[config.mk]
export PLATFORM = sky130hd
export DESIGN_NAME = accel_sample_buffer_control
export DESIGN_NICKNAME = d
export VERILOG_FILES = /design/src/shared/accel_buf_pkg.sv /design/src/rtl/accel_sample_buffer_control.sv /design/src/rtl/sample_store.sv
export SDC_FILE = /design/constraint.sdc
export NUM_CORES = 2
export LEC_CHECK = 0
export BUFFER_PORTS_ARGS = -buffer_cell sky130_fd_sc_hd__buf_4
export CORE_MARGIN = 4
export CORE_UTILIZATION = 60
export CTS_CLUSTER_SIZE = 40
export DETAILED_ROUTE_END_ITERATION = 8
export GPL_ROUTABILITY_DRIVEN = 1
export PLACE_DENSITY = 0.78
export SLEW_MARGIN = 15
export SYNTH_ARGS = -nofsm -noshare
export SYNTH_HDL_FRONTEND = slang
export SYNTH_SLANG_ARGS = --single-unit
[constraint.sdc]
create_clock -name clk -period 7.3 [get_ports clk]
set_input_delay 0.73 -clock clk [delete_from_list [all_inputs] [get_ports clk]]
set_output_delay 0.73 -clock clk [all_outputs]
set_load 0.01 [all_outputs]
[src/shared/accel_buf_pkg.sv]
// constants and types shared by the sample buffer control block
package accel_buf_pkg;

  // register map
  localparam logic [7:0] OFS_COLLECTION_CTRL = 8'h26;
  localparam logic [7:0] OFS_THRESHOLD_CTRL  = 8'h27;
  localparam logic [7:0] RST_COLLECTION_CTRL = 8'h00;
  localparam logic [7:0] RST_THRESHOLD_CTRL  = 8'h00;

  // collection control fields
  localparam int BIT_TRIG_TILT    = 0;
  localparam int BIT_TRIG_OUTSIDE = 2;
  localparam int BIT_TRIG_INSIDE  = 3;
  localparam int BIT_HOLD         = 4;
  localparam int POS_MODE         = 5;
  // bits 7 and 1 are held at zero
  localparam logic [7:0] MASK_COLLECTION = 8'h7D;

  // threshold control fields
  localparam int POS_WATERMARK  = 0;
  localparam int BIT_KEEP_AWAKE = 6;
  localparam int BIT_FLUSH      = 7;
  localparam logic [7:0] MASK_THRESHOLD = 8'h7F;

  // sizes
  localparam int DEPTH      = 32;
  localparam int PTR_W      = 5;
  localparam int CNT_W      = 6;
  localparam int AXIS_W     = 12;
  localparam int ASLP_W     = 16;
  localparam int GATE_CNT_W = 5;
  localparam logic [CNT_W-1:0] FULL_COUNT = 6'h20;

  typedef enum logic [1:0] {
    MODE_OFF     = 2'h0,
    MODE_STREAM  = 2'h1,
    MODE_STOP    = 2'h2,
    MODE_TRIGGER = 2'h3
  } collect_mode_t;

  typedef enum logic [4:0] {
    ST_IDLE  = 5'h01,
    ST_WAKE  = 5'h02,
    ST_ARMED = 5'h04,
    ST_CAPT  = 5'h08,
    ST_FULL  = 5'h10
  } capture_state_t;

  typedef struct packed {
    logic [AXIS_W-1:0] x;
    logic [AXIS_W-1:0] y;
    logic [AXIS_W-1:0] z;
  } sample_t;

  typedef struct packed {
    logic insideBand;
    logic outsideBand;
    logic tiltChange;
  } trig_events_t;

endpackage

[src/rtl/accel_sample_buffer_control.sv]
// control of the 32-entry acceleration sample buffer
// What this block does
// - gated-drop flag stays set until buffer emptied or flushed.
// - triggered capture with autosleep count nonzero ignores transition hold.
// - hold keeps stored set across transitions; collection resumes after flush.
// - collection control bit 3 enables inside-band trigger, default off.
// - collection control bit 2 enables outside-band trigger, default off.
// - collection control bit 0 enables tilt-change trigger, default off.
// - flush on disable, flush command, or transition with hold cleared.
// - flush when leaving standby into active or external-trigger mode.
// - disabling clears overflow, watermark flag and sample count.
// - gated-drop flag and count reset on disable, flush or full readout.
// - triggered capture, count nonzero, active set: enter wake at once.
// - after count output-rate periods, flush and enter sleep.
// - before trigger, keep at most watermark samples circularly in sleep.
// - trigger moves to wake, held there, later triggers ignored.
// - after trigger store 32 minus watermark, set overflow, then stop.
// - empty or flush re-arms; new capture only after returning to sleep.
// - wake-to-sleep in triggered auto-sleep always flushes.
// - with autosleep count nonzero, anything blocking sleep also blocks triggered capture.
// - mode field: 01 stream overwrite, 10 stop when full, 11 triggered.
// - while hold engaged, drop samples, flag it and count drops.
// - flush command bit clears itself and reads back as zero.
// - watermark flag when count reaches level; level zero disables it.
module accel_sample_buffer_control
  import accel_buf_pkg::*;
(
  // clock and reset
  input  wire logic                  clk,
  input  wire logic                  rst_b,
  // register port
  input  wire logic                  regWrite,
  input  wire logic                  regRead,
  input  wire logic [7:0]            regAddr,
  input  wire logic [7:0]            regWrData,
  output logic [7:0]                 regRdData,
  // power mode context
  input  wire logic                  activeBit,
  input  wire logic                  external_trigger_mode,
  input  wire logic [ASLP_W-1:0]     autosleep_period_count,
  input  wire logic                  outputRateTick,
  input  wire logic                  autoWakeEvt,
  input  wire logic                  autoSleepEvt,
  input  wire logic                  sleepBlocked,
  input  wire trig_events_t          trigEvents,
  // sample input
  input  wire logic                  sampleValid,
  input  wire sample_t               sampleData,
  output logic                       sampleReady,
  // host readout
  output logic                       outValid,
  input  wire logic                  outReady,
  output sample_t                    outData,
  // status
  output logic                       wakeMode,
  output logic                       overflow_flag,
  output logic                       watermarkFlag,
  output logic [CNT_W-1:0]           sampleCount,
  output logic                       gateDropFlag,
  output logic [GATE_CNT_W-1:0]      gateDropCount,
  output logic                       buffer_keeps_awake
);

  ////////////////////////////////////////////////////////////////////////////
  // registers

  logic [7:0]       collectCtrl;
  logic [7:0]       threshCtrl;
  logic             flushCmd;
  collect_mode_t    mode;
  logic [CNT_W-1:0] watermark_level;
  logic             holdEnable;

  assign mode            = collect_mode_t'(collectCtrl[POS_MODE +: 2]);
  assign holdEnable      = collectCtrl[BIT_HOLD];
  assign watermark_level = threshCtrl[POS_WATERMARK +: CNT_W];
  assign buffer_keeps_awake = threshCtrl[BIT_KEEP_AWAKE];

  always_ff @(posedge clk or negedge rst_b) begin
    if (!rst_b) begin
      collectCtrl <= RST_COLLECTION_CTRL;
      threshCtrl  <= RST_THRESHOLD_CTRL;
    end else if (regWrite) begin
      if (regAddr == OFS_COLLECTION_CTRL) begin
        collectCtrl <= regWrData & MASK_COLLECTION;
      end
      if (regAddr == OFS_THRESHOLD_CTRL) begin
        threshCtrl <= regWrData & MASK_THRESHOLD;
      end
    end
  end

  // flush bit is only a one-cycle strobe, never stored
  always_ff @(posedge clk or negedge rst_b) begin
    if (!rst_b) begin
      flushCmd <= 1'b0;
    end else begin
      flushCmd <= regWrite && regAddr == OFS_THRESHOLD_CTRL
                  && regWrData[BIT_FLUSH];
    end
  end

  always_ff @(posedge clk or negedge rst_b) begin
    if (!rst_b) begin
      regRdData <= 8'h00;
    end else if (regRead) begin
      case (regAddr)
        OFS_COLLECTION_CTRL: regRdData <= collectCtrl;
        OFS_THRESHOLD_CTRL:  regRdData <= threshCtrl;
        default:             regRdData <= 8'h00;
      endcase
    end
  end

  ////////////////////////////////////////////////////////////////////////////
  // power mode and capture sequencing

  capture_state_t   state;
  capture_state_t   next_state;
  logic             powered;
  logic             poweredQ;
  logic             trigAslp;
  logic             trigHit;
  logic             sleepFlush;
  logic [ASLP_W-1:0] aslpTimer;
  logic             wakeAuto;
  logic             autoTrans;
  logic             captureDone;
  logic             emptied;
  logic             flushNow;

  assign powered  = activeBit | external_trigger_mode;
  assign trigAslp = mode == MODE_TRIGGER && autosleep_period_count != '0;
  assign trigHit  = (trigEvents.insideBand  && collectCtrl[BIT_TRIG_INSIDE])
                 || (trigEvents.outsideBand && collectCtrl[BIT_TRIG_OUTSIDE])
                 || (trigEvents.tiltChange  && collectCtrl[BIT_TRIG_TILT]);
  assign sleepFlush = state == ST_WAKE && trigAslp && !sleepBlocked
                      && aslpTimer >= autosleep_period_count;

  always_ff @(posedge clk or negedge rst_b) begin
    if (!rst_b) begin
      poweredQ <= 1'b0;
    end else begin
      poweredQ <= powered;
    end
  end

  always_comb begin
    next_state = state;
    case (state)
      ST_IDLE: begin
        if (powered && trigAslp) begin
          next_state = ST_WAKE;
        end else if (powered && mode == MODE_TRIGGER) begin
          next_state = ST_ARMED;
        end
      end
      ST_WAKE: begin
        if (sleepFlush) begin
          next_state = ST_ARMED;
        end
      end
      ST_ARMED: begin
        if (trigHit) begin
          next_state = ST_CAPT;
        end
      end
      ST_CAPT: begin
        if (flushNow) begin
          next_state = trigAslp ? ST_WAKE : ST_ARMED;
        end else if (captureDone) begin
          next_state = ST_FULL;
        end
      end
      ST_FULL: begin
        if (flushNow || emptied) begin
          next_state = trigAslp ? ST_WAKE : ST_ARMED;
        end
      end
      default: next_state = ST_IDLE;
    endcase
    if (!powered || mode != MODE_TRIGGER) begin
      next_state = ST_IDLE;
    end
  end

  always_ff @(posedge clk or negedge rst_b) begin
    if (!rst_b) begin
      state <= ST_IDLE;
    end else begin
      state <= next_state;
    end
  end

  // output-rate periods spent awake before sleeping
  always_ff @(posedge clk or negedge rst_b) begin
    if (!rst_b) begin
      aslpTimer <= '0;
    end else if (state != ST_WAKE || next_state != ST_WAKE) begin
      aslpTimer <= '0;
    end else if (outputRateTick && aslpTimer != '1) begin
      aslpTimer <= aslpTimer + 1'b1;
    end
  end

  // wake state driven by the auto-sleep function unless triggered capture has autosleep count nonzero
  always_ff @(posedge clk or negedge rst_b) begin
    if (!rst_b) begin
      wakeAuto <= 1'b0;
    end else if (autoWakeEvt) begin
      wakeAuto <= 1'b1;
    end else if (autoSleepEvt && !sleepBlocked) begin
      wakeAuto <= 1'b0;
    end
  end

  assign autoTrans = !trigAslp && (wakeAuto ? autoSleepEvt && !sleepBlocked
                                            : autoWakeEvt);
  assign wakeMode = state inside {ST_CAPT, ST_FULL}
                    || (trigAslp ? state == ST_WAKE : wakeAuto);

  ////////////////////////////////////////////////////////////////////////////
  // flush and gate

  logic gateOn;
  logic [CNT_W-1:0] totalCount;

  assign flushNow = mode == MODE_OFF || flushCmd
                 || (autoTrans && !holdEnable)
                 || (powered && !poweredQ)
                 || sleepFlush;

  always_ff @(posedge clk or negedge rst_b) begin
    if (!rst_b) begin
      gateOn <= 1'b0;
    end else if (autoTrans && holdEnable && totalCount != '0) begin
      gateOn <= 1'b1;
    end else if (flushNow || totalCount == '0) begin
      gateOn <= 1'b0;
    end
  end

  assign gateDropFlag = gateOn;

  always_ff @(posedge clk or negedge rst_b) begin
    if (!rst_b) begin
      gateDropCount <= '0;
    end else if (flushNow || !gateOn || totalCount == '0) begin
      gateDropCount <= '0;
    end else if (sampleValid && gateDropCount != '1) begin
      gateDropCount <= gateDropCount + 1'b1;
    end
  end

  ////////////////////////////////////////////////////////////////////////////
  // storage pointers

  logic [PTR_W-1:0] wrPtr;
  logic [PTR_W-1:0] rdPtr;
  logic [CNT_W-1:0] memCount;
  logic [CNT_W-1:0] postCount;
  logic             circular;
  logic             memFull;
  logic             doWrite;
  logic             dropOld;
  logic             doPop;
  logic             blocked;
  sample_t          memRdData;

  assign circular = state inside {ST_WAKE, ST_ARMED};
  assign memFull  = totalCount == FULL_COUNT;
  assign blocked  = flushNow || gateOn || state == ST_FULL
                 || (mode == MODE_STOP && memFull)
                 || (circular && watermark_level == '0);
  assign doWrite  = sampleValid && !blocked;
  assign dropOld  = doWrite && memCount != '0
                 && ((circular && memCount >= watermark_level)
                  || (mode == MODE_STREAM && memFull));
  assign sampleReady = 1'b1;

  always_ff @(posedge clk or negedge rst_b) begin
    if (!rst_b) begin
      wrPtr    <= '0;
      rdPtr    <= '0;
      memCount <= '0;
    end else if (flushNow) begin
      wrPtr    <= '0;
      rdPtr    <= '0;
      memCount <= '0;
    end else begin
      if (doWrite) begin
        wrPtr <= wrPtr + 1'b1;
      end
      if (doPop || dropOld) begin
        rdPtr <= rdPtr + 1'b1;
      end
      memCount <= memCount + CNT_W'(doWrite && !dropOld)
                           - CNT_W'(doPop);
    end
  end

  // samples taken since the trigger
  always_ff @(posedge clk or negedge rst_b) begin
    if (!rst_b) begin
      postCount <= '0;
    end else if (state != ST_CAPT) begin
      postCount <= '0;
    end else if (doWrite) begin
      postCount <= postCount + 1'b1;
    end
  end

  assign captureDone = doWrite && postCount + 1'b1
                       == CNT_W'(FULL_COUNT - watermark_level);

  sample_store u_store (
    .clk    (clk),
    .wrEn   (doWrite),
    .wrAddr (wrPtr),
    .wrData (sampleData),
    .rdEn   (doPop),
    .rdAddr (rdPtr),
    .rdData (memRdData)
  );

  ////////////////////////////////////////////////////////////////////////////
  // two-entry readout buffer

  sample_t    skid [2];
  logic [1:0] skidCount;
  logic       skidHead;
  logic       rdPend;
  logic       popOut;

  // circular storage stays in memory, so the pre-trigger count is exact
  assign doPop  = !flushNow && memCount != '0 && !dropOld && !circular
               && 2'(skidCount + 2'(rdPend)) < 2'h2;
  assign popOut = outValid && outReady;
  assign outValid = skidCount != '0;
  assign outData  = skid[skidHead];

  always_ff @(posedge clk or negedge rst_b) begin
    if (!rst_b) begin
      rdPend    <= 1'b0;
      skidCount <= '0;
      skidHead  <= 1'b0;
    end else if (flushNow) begin
      rdPend    <= 1'b0;
      skidCount <= '0;
      skidHead  <= 1'b0;
    end else begin
      rdPend    <= doPop;
      skidCount <= skidCount + 2'(rdPend) - 2'(popOut);
      if (popOut) begin
        skidHead <= !skidHead;
      end
    end
  end

  always_ff @(posedge clk) begin
    if (rdPend) begin
      skid[skidHead ^ skidCount[0]] <= memRdData;
    end
  end

  ////////////////////////////////////////////////////////////////////////////
  // status

  logic ovfSet;

  assign totalCount = memCount + CNT_W'(skidCount) + CNT_W'(rdPend);
  assign emptied    = popOut && totalCount == 6'h01;
  assign sampleCount = totalCount;
  assign ovfSet = captureDone
               || (sampleValid && memFull && !blocked
                   && mode inside {MODE_STREAM, MODE_STOP})
               || (sampleValid && memFull && mode == MODE_STOP
                   && !gateOn && !flushNow);

  always_ff @(posedge clk or negedge rst_b) begin
    if (!rst_b) begin
      overflow_flag <= 1'b0;
    end else if (ovfSet) begin
      overflow_flag <= 1'b1;
    end else if (flushNow || emptied) begin
      overflow_flag <= 1'b0;
    end
  end

  always_ff @(posedge clk or negedge rst_b) begin
    if (!rst_b) begin
      watermarkFlag <= 1'b0;
    end else begin
      watermarkFlag <= !flushNow && watermark_level != '0
                       && totalCount >= watermark_level;
    end
  end
endmodule

[src/rtl/sample_store.sv]
// 32-entry sample memory with registered read data
module sample_store
  import accel_buf_pkg::*;
(
  // clock
  input  wire logic             clk,
  // write port
  input  wire logic             wrEn,
  input  wire logic [PTR_W-1:0] wrAddr,
  input  wire sample_t          wrData,
  // read port
  input  wire logic             rdEn,
  input  wire logic [PTR_W-1:0] rdAddr,
  output sample_t               rdData
);

  sample_t mem [DEPTH];

  always_ff @(posedge clk) begin
    if (wrEn) begin
      mem[wrAddr] <= wrData;
    end
  end

  always_ff @(posedge clk) begin
    if (rdEn) begin
      rdData <= mem[rdAddr];
    end
  end

endmodule

# ---- Word-level counts from Yosys, hierarchy flattened
# Memory sizes are Yosys's and may differ from the RTL's. A register that Yosys moved wholly into a read port is not among the register bits.
# Index checks and enable logic that the tools add are counted.
dict set report word_totals {
  reg_bits 79
  ram_bits 1224
  inputBits 83
  n_memories 2
}
# name words word_bits rd rd_clocked_by_memory_dff write_ports line_no
set memory_table {}
lappend memory_table {u_store.mem 32 36 1 1 1 sample_store.sv:17} ;# sample_t mem [DEPTH];
lappend memory_table {skid 2 36 1 0 1 accel_sample_buffer_control.sv:329} ;# sample_t skid [2];
dict set report classes {
  addsub 12
  order_cmp 4
  n_eq_ne 19
  mux 38
  n_bitwise 2
  n_reduce_logical 96
}
# operator n
set op_table {}
lappend op_table {{two-way mux 5 bit} 14}
lappend op_table {{logical AND 1 bit} 42}
lappend op_table {{two-way mux 16 bit} 2}
lappend op_table {{nonzero test 2 bit} 13}
lappend op_table {{case mux 5 bit (5 select lines)} 1}
lappend op_table {{logical OR 1 bit} 21}
lappend op_table {{two-way mux 6 bit} 3}
lappend op_table {{nonzero test 6 bit} 3}
lappend op_table {{adder 16 x 1 -> 16 bit (second input constant)} 1}
lappend op_table {{== test 8 x 6 -> 1 bit (second input constant)} 2}
lappend op_table {{greater-or-equal comparator 16 bit} 1}
lappend op_table {{inequality test 16 bit (second input constant)} 1}
lappend op_table {{nonzero test 16 bit} 1}
lappend op_table {{adder 5 x 1 -> 5 bit (second input constant)} 3}
lappend op_table {{two-way mux 1 bit} 15}
lappend op_table {{case mux 7 bit (2 select lines)} 1}
lappend op_table {{adder 6 x 1 -> 6 bit} 2}
lappend op_table {{greater-or-equal comparator 6 bit} 2}
lappend op_table {{zero test 6 bit} 2}
lappend op_table {{zero test 1 bit} 11}
lappend op_table {{inequality test 5 x 2 -> 1 bit (second input constant)} 2}
lappend op_table {{adder 6 x 1 -> 6 bit (second input constant)} 1}
lappend op_table {{adder 6 x 2 -> 6 bit} 1}
lappend op_table {{== test 6 x 1 -> 1 bit (second input constant)} 1}
lappend op_table {{other kinds (23)} 25}

# ---- Depth between registers and ports, before layout
dict set report depth {
  depth_word 23
  mapped_depth 19
  depth_no_buf 18
}

# ---- Cells and area by module
# From an unflattened synthesis, not the netlist that was laid out.
dict set report hier_totals {
  hier_cells 3205
  hier_area_um2 53740.3
}
# module instances cells_per_inst area_per_inst_um2 seq_area_each_um2
set by_module_without_submodules {}
lappend by_module_without_submodules {sample_store 1 2536 45944.1 35674.2}
lappend by_module_without_submodules {accel_sample_buffer_control 1 669 7796.2 4115.2}

# ---- Worst setup path before layout
# Ideal clock, no wire load.
dict set report synth_timing {
  path_kind {input to register}
  from {in autosleep_period_count[6]}
  to {reg memCount[4]}
  arrival_time_ns 6.356
  setup_slack_ns 0.812
  cell_stages 15
  path_buffers 0
  path_cell_list {or4_4 > o41ai_4 > a21o_1 > a2111o_1 > nor3_1 > nor3_1 > ha_1 > inv_1 > ha_1 > fa_1 > a21oi_1 > nor2_1 > nor2_1 > xor2_1 > nor2_1}
}
dict set report synth_via {
  elab_chain_len 22
  word_cells_on_any_way 30
}
# item line_no
set synth_lines {}
lappend synth_lines {{from (decl)} accel_sample_buffer_control.sv:40} ;# input wire logic [ASLP_W-1:0] autosleep_period_count,
lappend synth_lines {{parallel branches: the longest is 7 deep, another holds greater-or-equal comparator 16 bit} --}
lappend synth_lines {{logical OR 1 bit (*)} accel_sample_buffer_control.sv:231} ;# || sleepFlush;
lappend synth_lines {{logical OR 1 bit (2 in series)} accel_sample_buffer_control.sv:272} ;# assign blocked = flushNow || gateOn || state == ST_FULL
lappend synth_lines {{logical OR 1 bit} accel_sample_buffer_control.sv:273} ;# || (mode == MODE_STOP && memFull)
lappend synth_lines {{logical OR 1 bit} accel_sample_buffer_control.sv:274} ;# || (circular && watermark_level == '0);
lappend synth_lines {{zero test 1 bit} accel_sample_buffer_control.sv:275} ;# assign doWrite = sampleValid && !blocked;
lappend synth_lines {{logical AND 1 bit} accel_sample_buffer_control.sv:275}
lappend synth_lines {{logical AND 1 bit} accel_sample_buffer_control.sv:276} ;# assign dropOld = doWrite && memCount != '0
lappend synth_lines {{logical AND 1 bit} accel_sample_buffer_control.sv:277} ;# && ((circular && memCount >= watermark_level)
lappend synth_lines {{zero test 1 bit} accel_sample_buffer_control.sv:336} ;# assign doPop = !flushNow && memCount != '0 && !dropOld && !circular
lappend synth_lines {{logical AND 1 bit (*) (2 in series)} accel_sample_buffer_control.sv:336}
lappend synth_lines {{logical AND 1 bit (*)} accel_sample_buffer_control.sv:337} ;# && 2'(skidCount + 2'(rdPend)) < 2'h2;
lappend synth_lines {{via doPop} accel_sample_buffer_control.sv:266} ;# logic doPop;
lappend synth_lines {{subtractor 6 x 1 -> 6 bit (*)} accel_sample_buffer_control.sv:298} ;# - CNT_W'(doPop);
lappend synth_lines {{two-way mux 6 bit (*)} accel_sample_buffer_control.sv:286} ;# end else if (flushNow) begin
lappend synth_lines {{to (signal assigned)} accel_sample_buffer_control.sv:297} ;# memCount <= memCount + CNT_W'(doWrite && !dropOld)
lappend synth_lines {{to (decl)} accel_sample_buffer_control.sv:260} ;# logic [CNT_W-1:0] memCount;
# Mark *: on every way through the listed nets, which the timed path passes.
# A chain may end at the register's enable or synchronous reset.

# ---- Final worst setup path
dict set report layout_timing {
  from {reg memCount[0]}
  to {mem u_store.mem[31][31] (netlist bit), enable pin}
}
dict set report layout_via {
  elab_chain_len 10
}
# item line_no
set layout_lines {}
lappend layout_lines {{adder 6 x 2 -> 6 bit} accel_sample_buffer_control.sv:371} ;# assign totalCount = memCount + CNT_W'(skidCount) + CNT_W'(rdPend);
lappend layout_lines {{adder 6 x 1 -> 6 bit} accel_sample_buffer_control.sv:371}
lappend layout_lines {{== test 6 bit} accel_sample_buffer_control.sv:271} ;# assign memFull = totalCount == FULL_COUNT;
lappend layout_lines {{logical AND 1 bit} accel_sample_buffer_control.sv:273}
lappend layout_lines {{logical OR 1 bit} accel_sample_buffer_control.sv:273}
lappend layout_lines {{logical OR 1 bit} accel_sample_buffer_control.sv:274}
lappend layout_lines {{zero test 1 bit} accel_sample_buffer_control.sv:275}
lappend layout_lines {{logical AND 1 bit} accel_sample_buffer_control.sv:275}
lappend layout_lines {{two-way mux 1 bit} sample_store.sv:20} ;# if (wrEn) begin
lappend layout_lines {{two-way mux 1 bit (implied by the code)} sample_store.sv:21} ;# mem[wrAddr] <= wrData;
lappend layout_lines {{to (decl)} sample_store.sv:17}
# No other way between the ends.

==> flow_metrics.tcl <==
set metrics [dict create \
    ant_nets 0 \
    crit_path_end_kind "register" \
    r2r_end "u_store.mem[31][31]$_DFFE_PP_" \
    avgRoutedWirePerCell_um 32.9 \
    grt_pass1_wl_um 190000 \
    gr-total-overflow 0 \
    dp_hpwl_um 65300 \
    syn_inst 2460 \
    vias 26500 \
    required_ps 7680 \
    synth_edf_count 1260 \
    fin_skew_ps 30.3 \
    hold_buffers 0 \
    p_per_area_nw_per_um2 364 \
    synthDistinctLibCells 66 \
    grt_max_degree 154 \
    first_global_vias 27500 \
    max_slew_margin_pct 20.5 \
    ys_seq_area_share_pct 75.6 \
    pin_count 145 \
    worst_hold_slack_ps 159 \
    avgSynthCellArea_um2 21.4 \
    dr.pass1.iters 5 \
    async_reset_ff_share_pct 5.83 \
    fin_total_pwr_w 0.0217 \
    final-setup-viol-count 0 \
    syn_area_um2 52700 \
    synth_ff_type "edfxtp_1" \
    clk_pin_slew_ps 60 \
    timing.fmax_ghz 0.185 \
    synth_fp_nets 2601 \
    cts.sinks 1338 \
    cts_setup_buffers 0 \
    r2r_cells 10 \
    synthTopCellsByArea "edfxtp_1 (72%), mux4_2 (15%), dfrtp_1 (3.7%)" \
    synth.largest_area_cell "edfxtp_1" \
    post-route-drc-count 0 \
    area_delta_synth_final_pct 12.9 \
    post-route-period-util_pct 73.9 \
    start_util_pct 60.6 \
    htreeDepth 4 \
    r2r_setup_slack_ps 1910 \
    setup_tns_ps 0 \
    first_iter_violations 3574 \
    hold_class "in -> async" \
    min_period_ps 5390 \
    die_h_um 304 \
    grt_antenna_before_repair 3 \
    cts_tree "built" \
    portBuffers 142 \
    routed_via_density 6.75 \
    drive_above_1_share_pct 29.7 \
    p_leak_nw 19.6 \
    gp_congestion 0.844 \
    cts_resized 0 \
    crit_path_start_kind "register" \
    critPathKind "reg -> reg" \
    nNetsFinal 2806 \
    track_usage_pct 28.2 \
    maxCapViolations 0 \
    peakVddDrop_mv 0.300 \
    worst_ep_arrival_time_ps 5770 \
    ys_warn_count 0 \
    routed_wl_um 129000 \
    clock_latency_ps 750 \
    synth_top_area_share_pct 71.9 \
    die_x_um 304 \
    max-clock-path-buffers 3 \
    dieArea_um2 92600 \
    cts_buffers 134 \
    cts-root-buf "clkbuf_16" \
    ys_ff_latch 1338 \
    worstPathMaxFanout 20 \
    regToRegStartpoint "memCount[0]$_DFF_PN0_" \
    core_area_um2 86900 \
    std_cell_rows 108 \
    worst_pin_slew_ps 1190 \
    slew_violations 0 \
    status "completed" \
    rsz0062_at_grt "false" \
    hold_viol 0 \
]
==> layout make-up <==
| class | count | area (µm²) |
|---|---|---|
| antenna | 2 | 5.00 |
| sequential | 1338 | 39800 |
| timing repair buffer | 182 | 1390 |
| fill | 5020 | 27400 |
| clock inverter | 71 | 713 |
| clock buffer | 172 | 3560 |
| tap | 1155 | 1450 |
| multi-input combinational | 955 | 12300 |
| inverter | 54 | 203 |
==> synth_stat cells, types with 4 or more instances <==
cell type / number
a21o_1: 10
a21oi_1: 21
and2_1: 5
and3_1: 38
buf_1: 34
clkbuf_1: 74
dfrtp_1: 77
edfxtp_1: 1260
ha_1: 55
inv_1: 53
mux2_2: 47
mux2i_1: 12
mux4_2: 360
nand2_1: 134
nand2b_1: 13
nand3_1: 24
nand3b_1: 4
nand4_1: 5
nor2_1: 53
nor2b_1: 10
nor3_1: 17
nor3b_1: 5
o211ai_1: 5
o21ai_0: 16
o22ai_1: 7
o31ai_1: 6
or3_1: 4
or4_1: 6
xnor2_1: 29
xor2_1: 20
==> cell families after synthesis <==
logic type	share of synthesized area [%]
flops	75.6
mux	16.6
simple gates	3.15
buf+inv	1.21
compound gates	1.20
fa+ha+maj	1.42
xor+xnor	0.815
other cells	0.0143
==> through the flow <==
| stage | cell area (µm²) | worst slack, ps | std cells | util [%] |
|---|---|---|---|---|
| after global placement | 55200 | 2260 | 3684 | 63.5 |
| final | 59500 | 1910 | 3929 | 68.4 |
| after detailed placement | 55200 | 2080 | 3684 | 63.5 |
| after CTS | 59500 | 1970 | 3927 | 68.4 |
| after global routing | 59500 | 1620 | 3927 | 68.4 |
| after floorplan | 52700 | 812 | 2460 | - |
==> critical path, stage by stage, from the launching register on <==
cell,delay (ps)
dfrtp_1,430
fa_1,490
inv_1,90
fa_1,260
and4b_1,210
o31ai_1,400
nor3_1,210
a2111oi_2,620
nand3_1,790
nor2b_4,930
buf_4,530
==> state kept, by name, indices dropped and copies added, names as in the netlist, 2 cells and up <==
register	count
rdPtr	5
aslpTimer	16
skid	72
u_store.rdData	36
wrPtr	5
state	5
skidCount	2
memCount	6
threshCtrl	7
postCount	6
regRdData	7
gateDropCount	5
u_store.mem	1152
collectCtrl	6
==> worst max path at each step <==
stage / from / end / slack [ps] / cells after the start
finish: memCount[0]$_DFF_PN0_ / u_store.mem[31][31]$_DFFE_PP_ / 1910 / 10
detailed placement: memCount[0]$_DFF_PN0_ / u_store.mem[31][33]$_DFFE_PP_ / 2080 / 10
global route: memCount[0]$_DFF_PN0_ / u_store.mem[31][31]$_DFFE_PP_ / 1620 / 10
global placement: memCount[0]$_DFF_PN0_ / u_store.mem[27][19]$_DFFE_PP_ / 2260 / 10
CTS: memCount[0]$_DFF_PN0_ / u_store.mem[31][31]$_DFFE_PP_ / 1970 / 10
floorplan: autosleep_period_count[6] / memCount[4]$_DFF_PN0_ / 810 / 15
==> per-layer routing <==
layer,share of wire (%),GRT usage (%)
met1,36,38.3
met3,9.9,5.89
met2,50,46.4
met5,0.010,0
met4,3.8,10.2
==> cell usage in the layout, fill, tap and decap left out, types with 5 or more instances in the layout <==
cell,synthesis,routed
nand3_1,24,24
or4_1,6,6
mux2_2,47,47
edfxtp_1,1260,1260
mux4_2,360,360
dfrtp_1,77,71
o22ai_1,7,7
ha_1,55,55
nor3b_1,5,5
buf_4,2,180
inv_1,53,53
nand4_1,5,5
and3_4,0,5
and3_2,0,20
and3_1,38,13
nor3_1,17,15
o21ai_0,16,16
nor2b_4,0,6
o211ai_1,5,5
clkbuf_1,74,34
nand2b_1,13,13
a21oi_1,21,21
o31ai_1,6,6
clkinv_8,0,8
xor2_1,20,20
nor2_1,53,52
clkbuf_16,0,136
clkinv_1,1,27
nand2_1,134,134
clkinv_2,0,17
a21o_1,10,10
xnor2_1,29,29
mux2i_1,12,12
bufinv_16,0,9
==> power breakdown <==
group	switching (W)	total [W]	leakage, nW	internal, W
registers	0.000377	0.00957	12.4	0.00919
logic	0.00284	0.00536	5.07	0.00252
clock network	0.00293	0.00673	2.07	0.00380
total	0.00615	0.0217	19.6	0.0155
Note: power is estimated with default switching activity, not from simulation.
